## config.mk

```make
export PLATFORM = sky130hd
export DESIGN_NAME = reset_and_clock_manager
export DESIGN_NICKNAME = d
export VERILOG_FILES = /design/src/core/rcm_pkg.sv /design/src/core/cpu_clock_divider.sv /design/src/core/reset_and_clock_manager.sv
export SDC_FILE = /design/constraint.sdc
export NUM_CORES = 1
export LEC_CHECK = 0
export BUFFER_PORTS_ARGS = -buffer_cell sky130_fd_sc_hd__buf_2
export CORE_UTILIZATION = 35
export DETAILED_ROUTE_END_ITERATION = 8
export SYNTH_ARGS = -nofsm -noshare
export SYNTH_HDL_FRONTEND = slang
export SYNTH_SLANG_ARGS = --single-unit
```

## constraint.sdc

```tcl
create_clock -name sys_clk -period 5.77 [get_ports sys_clk]
set_input_delay 0.577 -clock sys_clk [delete_from_list [all_inputs] [get_ports sys_clk]]
set_output_delay 0.577 -clock sys_clk [all_outputs]
set_load 0.05 [all_outputs]
```

## src/core/rcm_pkg.sv

```systemverilog
// Constants, register map and state encoding shared by the reset and clock manager.
package rcm_pkg;

    // Register indices; byte address is four times the index.
    localparam logic [7:0] REG_IDX_CSR = 8'h26;
    localparam logic [7:0] REG_IDX_MISC2 = 8'h27;
    localparam int ADDR_W = 12;
    localparam logic [11:0] ADDR_CSR = {2'h0, REG_IDX_CSR, 2'h0};
    localparam logic [11:0] ADDR_MISC2 = {2'h0, REG_IDX_MISC2, 2'h0};

    // Clock control and status register fields.
    localparam int CSR_SMS_BIT = 7;
    localparam int CSR_CP_HI_BIT = 6;
    localparam int CSR_CP_LO_BIT = 5;
    localparam int CSR_RSVD_BIT = 4;
    localparam int CSR_TB_HI_BIT = 3;
    localparam int CSR_TB_LO_BIT = 2;
    localparam int CSR_OIE_BIT = 1;
    localparam int CSR_OIF_BIT = 0;
    localparam logic [7:0] CSR_RESET = 8'h00;

    // Second miscellaneous register fields.
    localparam int MISC2_MCO_BIT = 0;
    localparam logic [7:0] MISC2_RESET = 8'h00;

    // Divider ratios.
    localparam logic [5:0] DIV_NORMAL = 6'h02;
    localparam logic [5:0] DIV_SLOW_BASE = 6'h04;

    // Reset sequence lengths in CPU clock cycles.
    localparam int RESET_CPU_CYCLES = 4096;
    localparam int STAB_CPU_CYCLES = 4096;

    // Least external reset pulse: 1.5 CPU cycles, as numerator over denominator.
    localparam logic [7:0] PULSE_NUM = 8'h03;
    localparam int PULSE_DEN_SHIFT = 1;

    // Time-base periods in oscillator cycles.
    localparam int TB_PERIOD_0 = 32000;
    localparam int TB_PERIOD_1 = 64000;
    localparam int TB_PERIOD_2 = 160000;
    localparam int TB_PERIOD_3 = 400000;
    localparam int TB_CNT_W = 19;

    // Reset service routine vector address.
    localparam logic [15:0] RESET_VECTOR = 16'hFFFE;

    typedef enum logic [5:0] {
        ST_RUN = 6'b000001,
        ST_EXTWAIT = 6'b000010,
        ST_DRIVE = 6'b000100,
        ST_STAB = 6'b001000,
        ST_RELEASE = 6'b010000,
        ST_HALT = 6'b100000
    } seq_state_e;

endpackage

```

## src/core/cpu_clock_divider.sv

```systemverilog
// CPU clock divider that produces a one-cycle CPU tick from the oscillator.
`timescale 1ns/100ps
module cpu_clock_divider
    import rcm_pkg::*;
(
    // Clock and reset
    input wire logic sys_clk,
    input wire logic nrst,
    // Divider selection
    input wire logic slow_mode_select,
    input wire logic [1:0] cpu_prescale,
    // Tick out
    output logic cpu_tick,
    output logic [5:0] ratio
);
    import rcm_pkg::*;

    logic [5:0] ratio_q;
    logic [5:0] ratio_d;
    logic [4:0] cnt_q;

    always_comb begin
        if (slow_mode_select) begin
            ratio_d = DIV_SLOW_BASE << cpu_prescale;
        end else begin
            ratio_d = DIV_NORMAL;
        end
    end

    assign cpu_tick = ({1'b0, cnt_q} == (ratio_q - 6'h01));
    assign ratio = ratio_q;

    // A new ratio is loaded only when a full period has ended, so no CPU cycle is cut short.
    always_ff @(posedge sys_clk) begin
        if (!nrst) begin
            cnt_q <= 5'h00;
            ratio_q <= DIV_NORMAL;
        end else if (cpu_tick) begin
            cnt_q <= 5'h00;
            ratio_q <= ratio_d;
        end else begin
            cnt_q <= cnt_q + 5'h01;
        end
    end

endmodule // cpu_clock_divider

```

## src/core/reset_and_clock_manager.sv

```systemverilog
// Reset manager and main clock unit: reset sequencing, CPU clock, time base and clock out.
`timescale 1ns/100ps
module reset_and_clock_manager
    import rcm_pkg::*;
#(
    parameter int RESET_CYCLES = rcm_pkg::RESET_CPU_CYCLES,
    parameter int STAB_CYCLES = rcm_pkg::STAB_CPU_CYCLES,
    parameter int TB_P0 = rcm_pkg::TB_PERIOD_0,
    parameter int TB_P1 = rcm_pkg::TB_PERIOD_1,
    parameter int TB_P2 = rcm_pkg::TB_PERIOD_2,
    parameter int TB_P3 = rcm_pkg::TB_PERIOD_3
) (
    // Oscillator clock and reset
    input wire logic sys_clk,
    input wire logic nrst,
    // APB slave
    input wire logic [rcm_pkg::ADDR_W-1:0] paddr,
    input wire logic psel,
    input wire logic penable,
    input wire logic pwrite,
    input wire logic [31:0] pwdata,
    output logic [31:0] prdata,
    output logic pready,
    output logic pslverr,
    // Open-drain reset pin
    input wire logic rst_pin_in,
    output logic rst_pin_out,
    output logic rst_pin_oe_n,
    // Reset sources
    input wire logic por_detect,
    input wire logic wdg_underflow,
    // CPU side
    output logic cpu_tick,
    output logic cpu_rst,
    output logic cpu_run,
    output logic vector_fetch,
    output logic [15:0] vector_addr,
    input wire logic halt_req,
    input wire logic wake_req,
    output logic halt_mode,
    output logic active_halt,
    output logic timebase_irq,
    // Clock-out pin
    output logic clk_out_pin,
    output logic clk_out_oe_n
);
    import rcm_pkg::*;

    seq_state_e state_q;
    seq_state_e state_d;

    logic rst_pin_meta_q;
    logic rst_pin_sync_q;
    logic por_meta_q;
    logic por_sync_q;
    logic [7:0] low_cnt_q;
    logic [7:0] pulse_thr;
    logic ext_req;

    logic src_internal_q;
    logic src_internal_d;
    logic [15:0] seq_cnt_q;
    logic seq_cnt_clr;
    logic halt_exit_q;
    logic halt_exit_d;
    logic active_halt_q;
    logic active_halt_d;
    logic vector_fetch_q;

    logic slow_mode_select_q;
    logic [1:0] cpu_prescale_q;
    logic [1:0] timebase_sel_q;
    logic timebase_irq_enable_q;
    logic timebase_irq_flag_q;
    logic clock_out_enable_q;
    logic [7:0] clock_ctrl_status_reg;
    logic [7:0] misc_control_two;

    logic [5:0] div_ratio;
    logic [1:0] tb_sel_act_q;
    logic [TB_CNT_W-1:0] tb_cnt_q;
    logic [TB_CNT_W-1:0] tb_last;
    logic tb_event;
    logic clk_out_q;

    logic hit_csr;
    logic hit_misc;
    logic apb_setup;
    logic apb_wr;
    logic apb_rd;
    logic csr_read_clear;
    logic [31:0] prdata_q;
    logic reset_active;
    logic wake;

    cpu_clock_divider u_div (
        .sys_clk(sys_clk),
        .nrst(nrst),
        .slow_mode_select(slow_mode_select_q),
        .cpu_prescale(cpu_prescale_q),
        .cpu_tick(cpu_tick),
        .ratio(div_ratio)
    );

    // Pin and power-on detector come from outside the clock domain.
    always_ff @(posedge sys_clk) begin
        if (!nrst) begin
            rst_pin_meta_q <= 1'b1;
            rst_pin_sync_q <= 1'b1;
            por_meta_q <= 1'b0;
            por_sync_q <= 1'b0;
        end else begin
            rst_pin_meta_q <= rst_pin_in;
            rst_pin_sync_q <= rst_pin_meta_q;
            por_meta_q <= por_detect;
            por_sync_q <= por_meta_q;
        end
    end

    // The threshold follows the live divider so slow mode stretches the least pulse too.
    assign pulse_thr = (PULSE_NUM * {2'h0, div_ratio}) >> PULSE_DEN_SHIFT;
    assign ext_req = (low_cnt_q >= pulse_thr);

    // Low samples are only counted while the pin is not being driven by us.
    always_ff @(posedge sys_clk) begin
        if (!nrst) begin
            low_cnt_q <= 8'h00;
        end else if (rst_pin_sync_q || !(state_q == ST_RUN || state_q == ST_HALT)) begin
            low_cnt_q <= 8'h00;
        end else if (!ext_req) begin
            low_cnt_q <= low_cnt_q + 8'h01;
        end
    end

    assign wake = wake_req || (timebase_irq_flag_q && timebase_irq_enable_q);

    // Sequencer: optional wait for pin release, drive phase, stabilisation, pin release.
    always_comb begin
        state_d = state_q;
        src_internal_d = src_internal_q;
        halt_exit_d = halt_exit_q;
        active_halt_d = active_halt_q;
        seq_cnt_clr = 1'b0;
        case (state_q)
            ST_RUN, ST_HALT: begin
                if (por_sync_q || wdg_underflow) begin
                    state_d = ST_DRIVE;
                    src_internal_d = 1'b1;
                    seq_cnt_clr = 1'b1;
                    active_halt_d = 1'b0;
                end else if (ext_req) begin
                    state_d = ST_EXTWAIT;
                    src_internal_d = 1'b0;
                    active_halt_d = 1'b0;
                end else if (state_q == ST_RUN && halt_req) begin
                    state_d = ST_HALT;
                    active_halt_d = timebase_irq_enable_q;
                end else if (state_q == ST_HALT && wake) begin
                    state_d = ST_STAB;
                    halt_exit_d = 1'b1;
                    seq_cnt_clr = 1'b1;
                    active_halt_d = 1'b0;
                end
            end
            ST_EXTWAIT: begin
                seq_cnt_clr = 1'b1;
                if (rst_pin_sync_q) begin
                    state_d = ST_DRIVE;
                end
            end
            ST_DRIVE: begin
                if (cpu_tick && seq_cnt_q == 16'(RESET_CYCLES - 1)) begin
                    state_d = ST_STAB;
                    halt_exit_d = 1'b0;
                    seq_cnt_clr = 1'b1;
                end
            end
            ST_STAB: begin
                if (cpu_tick && seq_cnt_q == 16'(STAB_CYCLES - 1)) begin
                    // A halt exit ends here: stabilise is its only phase; every reset, power-on, watchdog or external, goes on to release.
                    state_d = halt_exit_q ? ST_RUN : ST_RELEASE;
                    halt_exit_d = 1'b0;
                    seq_cnt_clr = 1'b1;
                end
            end
            ST_RELEASE: begin
                // An external hold at the end of power-on reset keeps the CPU in reset here.
                if (rst_pin_sync_q && !por_sync_q) begin
                    state_d = ST_RUN;
                    src_internal_d = 1'b0;
                end
            end
            default: begin
                state_d = ST_DRIVE;
                src_internal_d = 1'b1;
                seq_cnt_clr = 1'b1;
            end
        endcase
    end

    // After nrst the block behaves as a power-on reset.
    always_ff @(posedge sys_clk) begin
        if (!nrst) begin
            state_q <= ST_DRIVE;
            src_internal_q <= 1'b1;
            halt_exit_q <= 1'b0;
            active_halt_q <= 1'b0;
        end else begin
            state_q <= state_d;
            src_internal_q <= src_internal_d;
            halt_exit_q <= halt_exit_d;
            active_halt_q <= active_halt_d;
        end
    end

    // Phase lengths count CPU cycles, not oscillator cycles.
    always_ff @(posedge sys_clk) begin
        if (!nrst) begin
            seq_cnt_q <= 16'h0000;
        end else if (seq_cnt_clr) begin
            seq_cnt_q <= 16'h0000;
        end else if (cpu_tick) begin
            seq_cnt_q <= seq_cnt_q + 16'h0001;
        end
    end

    always_ff @(posedge sys_clk) begin
        if (!nrst) begin
            vector_fetch_q <= 1'b0;
        end else begin
            vector_fetch_q <= (state_q == ST_RELEASE) && (state_d == ST_RUN);
        end
    end

    assign reset_active = (state_q == ST_EXTWAIT) || (state_q == ST_DRIVE) ||
        (state_q == ST_STAB && !halt_exit_q) || (state_q == ST_RELEASE);
    assign cpu_rst = reset_active;
    assign cpu_run = (state_q == ST_RUN);
    assign halt_mode = (state_q == ST_HALT);
    assign active_halt = active_halt_q;
    assign vector_fetch = vector_fetch_q;
    assign vector_addr = RESET_VECTOR;
    // Open-drain: only ever pulls low, and only in the first two phases of an internal reset.
    assign rst_pin_out = 1'b0;
    assign rst_pin_oe_n = !(src_internal_q && !halt_exit_q &&
        (state_q == ST_DRIVE || state_q == ST_STAB));

    // APB decode; the slave never inserts wait states.
    assign hit_csr = (paddr == ADDR_CSR);
    assign hit_misc = (paddr == ADDR_MISC2);
    assign apb_setup = psel && !penable;
    assign apb_wr = psel && penable && pwrite && (hit_csr || hit_misc);
    assign apb_rd = psel && penable && !pwrite && hit_csr;
    assign pready = 1'b1;
    assign pslverr = psel && penable && !(hit_csr || hit_misc);
    assign prdata = prdata_q;

    assign clock_ctrl_status_reg = {slow_mode_select_q, cpu_prescale_q, 1'b0,
        timebase_sel_q, timebase_irq_enable_q, timebase_irq_flag_q};
    assign misc_control_two = {7'h00, clock_out_enable_q};

    // Read data is captured in setup, so the flag cleared is exactly the one software saw.
    always_ff @(posedge sys_clk) begin
        if (!nrst) begin
            prdata_q <= 32'h0000_0000;
        end else if (apb_setup && !pwrite) begin
            if (hit_csr) begin
                prdata_q <= {24'h00_0000, clock_ctrl_status_reg};
            end else if (hit_misc) begin
                prdata_q <= {24'h00_0000, misc_control_two};
            end else begin
                prdata_q <= 32'h0000_0000;
            end
        end
    end

    // Bit-set and bit-clear instructions read first, so they would lose a pending flag.
    assign csr_read_clear = apb_rd && prdata_q[CSR_OIF_BIT];

    // Control fields return to zero on every reset, internal ones included.
    always_ff @(posedge sys_clk) begin
        if (!nrst) begin
            slow_mode_select_q <= CSR_RESET[CSR_SMS_BIT];
            cpu_prescale_q <= CSR_RESET[CSR_CP_HI_BIT:CSR_CP_LO_BIT];
            timebase_sel_q <= CSR_RESET[CSR_TB_HI_BIT:CSR_TB_LO_BIT];
            timebase_irq_enable_q <= CSR_RESET[CSR_OIE_BIT];
        end else if (reset_active) begin
            slow_mode_select_q <= CSR_RESET[CSR_SMS_BIT];
            cpu_prescale_q <= CSR_RESET[CSR_CP_HI_BIT:CSR_CP_LO_BIT];
            timebase_sel_q <= CSR_RESET[CSR_TB_HI_BIT:CSR_TB_LO_BIT];
            timebase_irq_enable_q <= CSR_RESET[CSR_OIE_BIT];
        end else if (apb_wr && hit_csr) begin
            slow_mode_select_q <= pwdata[CSR_SMS_BIT];
            cpu_prescale_q <= pwdata[CSR_CP_HI_BIT:CSR_CP_LO_BIT];
            timebase_sel_q <= pwdata[CSR_TB_HI_BIT:CSR_TB_LO_BIT];
            timebase_irq_enable_q <= pwdata[CSR_OIE_BIT];
        end
    end

    // Flag: a period end in the same cycle as the clearing read keeps the flag set.
    always_ff @(posedge sys_clk) begin
        if (!nrst) begin
            timebase_irq_flag_q <= CSR_RESET[CSR_OIF_BIT];
        end else if (reset_active) begin
            timebase_irq_flag_q <= CSR_RESET[CSR_OIF_BIT];
        end else if (tb_event) begin
            timebase_irq_flag_q <= 1'b1;
        end else if (csr_read_clear) begin
            timebase_irq_flag_q <= 1'b0;
        end
    end

    assign timebase_irq = timebase_irq_flag_q && timebase_irq_enable_q;

    always_ff @(posedge sys_clk) begin
        if (!nrst) begin
            clock_out_enable_q <= MISC2_RESET[MISC2_MCO_BIT];
        end else if (reset_active) begin
            clock_out_enable_q <= MISC2_RESET[MISC2_MCO_BIT];
        end else if (apb_wr && hit_misc) begin
            clock_out_enable_q <= pwdata[MISC2_MCO_BIT];
        end
    end

    // Period decode of the selection actually running, not the one just written.
    always_comb begin
        case (tb_sel_act_q)
            2'h0: tb_last = TB_CNT_W'(TB_P0 - 1);
            2'h1: tb_last = TB_CNT_W'(TB_P1 - 1);
            2'h2: tb_last = TB_CNT_W'(TB_P2 - 1);
            2'h3: tb_last = TB_CNT_W'(TB_P3 - 1);
            default: tb_last = TB_CNT_W'(TB_P0 - 1);
        endcase
    end

    assign tb_event = (tb_cnt_q == tb_last);

    // Counting on the oscillator keeps the time base independent of slow mode.
    always_ff @(posedge sys_clk) begin
        if (!nrst) begin
            tb_cnt_q <= '0;
            tb_sel_act_q <= CSR_RESET[CSR_TB_HI_BIT:CSR_TB_LO_BIT];
        end else if (reset_active) begin
            tb_cnt_q <= '0;
            tb_sel_act_q <= CSR_RESET[CSR_TB_HI_BIT:CSR_TB_LO_BIT];
        end else if (tb_event) begin
            tb_cnt_q <= '0;
            tb_sel_act_q <= timebase_sel_q;
        end else begin
            tb_cnt_q <= tb_cnt_q + TB_CNT_W'(1);
        end
    end

    // Toggling every cycle gives half the oscillator rate; it follows the enable's next value, so no stray high.
    always_ff @(posedge sys_clk) begin
        if (!nrst) begin
            clk_out_q <= 1'b0;
        end else if (reset_active) begin
            clk_out_q <= 1'b0;
        end else if (apb_wr && hit_misc) begin
            clk_out_q <= pwdata[MISC2_MCO_BIT] && !clk_out_q;
        end else if (clock_out_enable_q) begin
            clk_out_q <= !clk_out_q;
        end else begin
            clk_out_q <= 1'b0;
        end
    end

    assign clk_out_pin = clk_out_q;
    assign clk_out_oe_n = !clock_out_enable_q;

endmodule // reset_and_clock_manager

```

==> results.yml <==
routing:
  drcViolationCount: 0
  first_pass_iters: 4
  viasPerCell: 5.22
  totalWireLength_um: 10900
  postRouteAntennaNets: 0
  dr_total_vias: 4122
  wl_per_cell_um: 13.8
  first_iter_violations: 317
power_and_ir_drop:
  p_clk_share_pct: 41.9
  internal_power_uw: 953
  seqPwrFrac_pct: 45.8
  power_frac_comb_pct: 12.3
  p_sw_uw: 362
  swShare_pct: 27.5
  leakage_nw: 1.95
  vdd_ir_drop_max_v: 0.000136
  power_density_nw_per_um2: 241
synth:
  synth_enable_flop_cells: 0
  synth-xor-area-share_pct: 8.76
  synth_compound_area_share_pct: 12.9
  synth_top_area_share_pct: 34.0
  synth_area_sq_um: 5000
  syn_area_per_cell_sq_um: 8.74
  synth_top_cell_by_area: "dfxtp_1"
  synthCells: 572
  synth_mux_area_share_pct: 2.40
  synth-simple-area-share_pct: 25.9
  async_reset_ff_share_pct: 0
  synthTopCellsByArea: "dfxtp_1, buf_4, xnor2_1"
  synth_top_family_by_area: "simple AND/OR/NAND/NOR gates"
  yosys_register_bits: 85
  synthAdderAreaFrac_pct: 5.41
  yosys_warnings: 0
  ys_seq_area_share_pct: 34.0
  synth_ff_type: "dfxtp_1"
  synth_cell_types: 69
grt:
  grtUsageTotal_pct: 15.6
  grt.overflow.total: 0
  grt_pass1_wl_um: 18300
  grt_max_degree: 28
  first_global_vias: 3854
  antenna_found_initial: 0
layout:
  multi_input_area_sq_um: 2930
  final_cell_mix: "dfxtp_1, buf_2, nor3_1, conb_1"
  final_cell_area_sq_um: 5460
  n_antenna_cell: 0
  regArea_sq_um: 1700
  layout_commonest_cell: "dfxtp_1"
  drive_gt1_share_pct: 13.4
  nFillCells: 1409
  syn_to_final_growth_pct: 9.24
  nets: 681
die:
  pin_count: 115
  rows: 43
  die_w_um: 122
  start_util_pct: 36.0
  core_sq_um: 13900
  die_h_um: 122
  fp.dieArea_sq_um: 14800
sta:
  relSlewSlack_pct: 25.9
  tightestPinTransition_ps: 1110
  fmax_ghz: 0.251
  rsz0062_at_grt: "no"
  skew_ps: 6.74
  tns_ps: 0
  slew_viol_final: 0
  hold_viol_final: 0
  fin_crit_sh_pct: 69.1
  min_period_ps: 3990
  final-setup-viol-count: 0
worst_setup_path:
  crit_path_max_fanout: 16
  worst_ep_arrival_time_ps: 4160
  required_ps: 5950
  path_class: "reg -> reg"
  path_cells: "ha_1, inv_1, fa_1, inv_1, a21oi_1, nor2_1, nor2_1, xor2_1, ha_1, and4b_1, a221oi_1, o21ai_1, buf_4, nor2_1, nor3_1"
  endpoint_kind: "register"
  critPathLaunchType: "register"
  slowest_delay_ps: 850
  critPathSlowestCell: "nor2_1"
  path_common_cell: "nor2_1"
clock_network:
  clock_path_buffers: 2
  path_clk_slew_ps: 60
  cts_tree: "yes"
  numCtsBuffers: 9
  ctsRootBufferMaster: "clkbuf_16"
  post_cts_buffers: 0
  insertion_delay_ps: 340
  cts_max_level: 3
  cts.repair.resized: 0
  hold_buffers: 0
  cts.sinks: 85
place:
  routabilityCongestion: 0.841
  place_hpwl_um: 7910
  port_buffers: 46
  placed_area_sq_um: 5180
outcome:
  status: "finished, final reports clean"
job:
  cap_violations: 0
worst_hold_path:
  holdCritPathClass: "in -> reg"
[synthesized netlist by cell type, drive strengths merged, types with 3 or more instances]
cell type / count
dfxtp: 85
buf: 51
nor3: 45
nor2: 33
xnor2: 33
nand2: 32
nand3: 25
ha: 20
inv: 20
xor2: 17
a2111oi: 16
nand4: 16
a21oi: 15
clkbuf: 15
mux2i: 12
nor2b: 12
and3: 9
o21ai: 9
o211ai: 8
or4: 7
a22oi: 6
and2: 6
and4: 6
a21boi: 5
nand2b: 5
o31ai: 5
or3: 5
a21o: 4
nor3b: 4
nor4: 4
nor4b: 4
or2: 4
or3b: 4
nand4b: 3
[power groups by stage]
stage / Combinational, mW / Clock [mW] / Sequential, mW
after floorplan: 0.154 / 0 / 0.614
after global placement: 0.160 / 0 / 0.615
after detailed placement: 0.162 / 0 / 0.616
after CTS: 0.162 / 0.566 / 0.603
after global routing: 0.178 / 0.588 / 0.604
final: 0.161 / 0.551 / 0.603
[cell type report]
cell class	count	area share, %
timing repair buffer	49	4.63
clock buffer	14	5.02
tap	180	4.12
sequential	85	31.2
inverter	20	1.37
multi-input combinational	441	53.6
clock inverter	1	0.0917
[state kept, by name (all words and copies together), names as in the netlist, 2 cells and up]
signal          count
seq_cnt_q          16
tb_sel_act_q        2
prdata              7
cpu_prescale_q      2
u_div.cnt_q         5
tb_cnt_q           19
u_div.ratio         5
low_cnt_q           8
timebase_sel_q      2
state_q             6
[through the flow]
stage	setup slack, ps	util, %	power, mW	std cells	hold WS (ps)
CTS	1730	39.3	1.33	790	410
floorplan	2550	-	0.768	613	386
global placement	1880	37.3	0.775	775	402
finish	1780	39.3	1.31	790	418
detailed placement	1730	37.3	0.778	775	398
global route	1400	39.3	1.37	790	421
[critical path: cells and delay by family (launching register included)]
family                   cells  cell delay, ps
AO/OA/AOI/OAI                3             560
AND/OR/NAND/NOR              5            1400
XOR/XNOR                     1             140
adder cells (fa/ha/maj)      3             920
buffers and inverters        3             350
flip-flops                   1             450
[kinds of logic after synthesis]
kind of cell,after synthesis
compound gates,84
other cells,2
mux,12
fa+ha+maj,21
buf+inv,87
flops,85
xor+xnor,50
simple gates,231
[routing by layer]
metal,up-vias,share of wire [%],global-route usage (%)
li1,2048,-,-
met2,88,48,25.4
met5,-,0,0
met4,0,1.7,6.87
met1,1972,46,19.8
met3,14,4.3,3.10
[path summary, 6_finish.rpt]
| path | from | endpoint | slack, ps | cells after the start |
|---|---|---|---|---|
| max reg2reg | u_div.ratio[1] | seq_cnt_q[8] | 1780 | 15 |
| min reg2reg | rst_pin_meta_q | rst_pin_sync_q | 420 | 1 |
| max | u_div.ratio[1] | seq_cnt_q[8] | 1780 | 15 |
| min | rst_pin_in | rst_pin_meta_q | 420 | 2 |
Power figures use the tool's default switching activity.
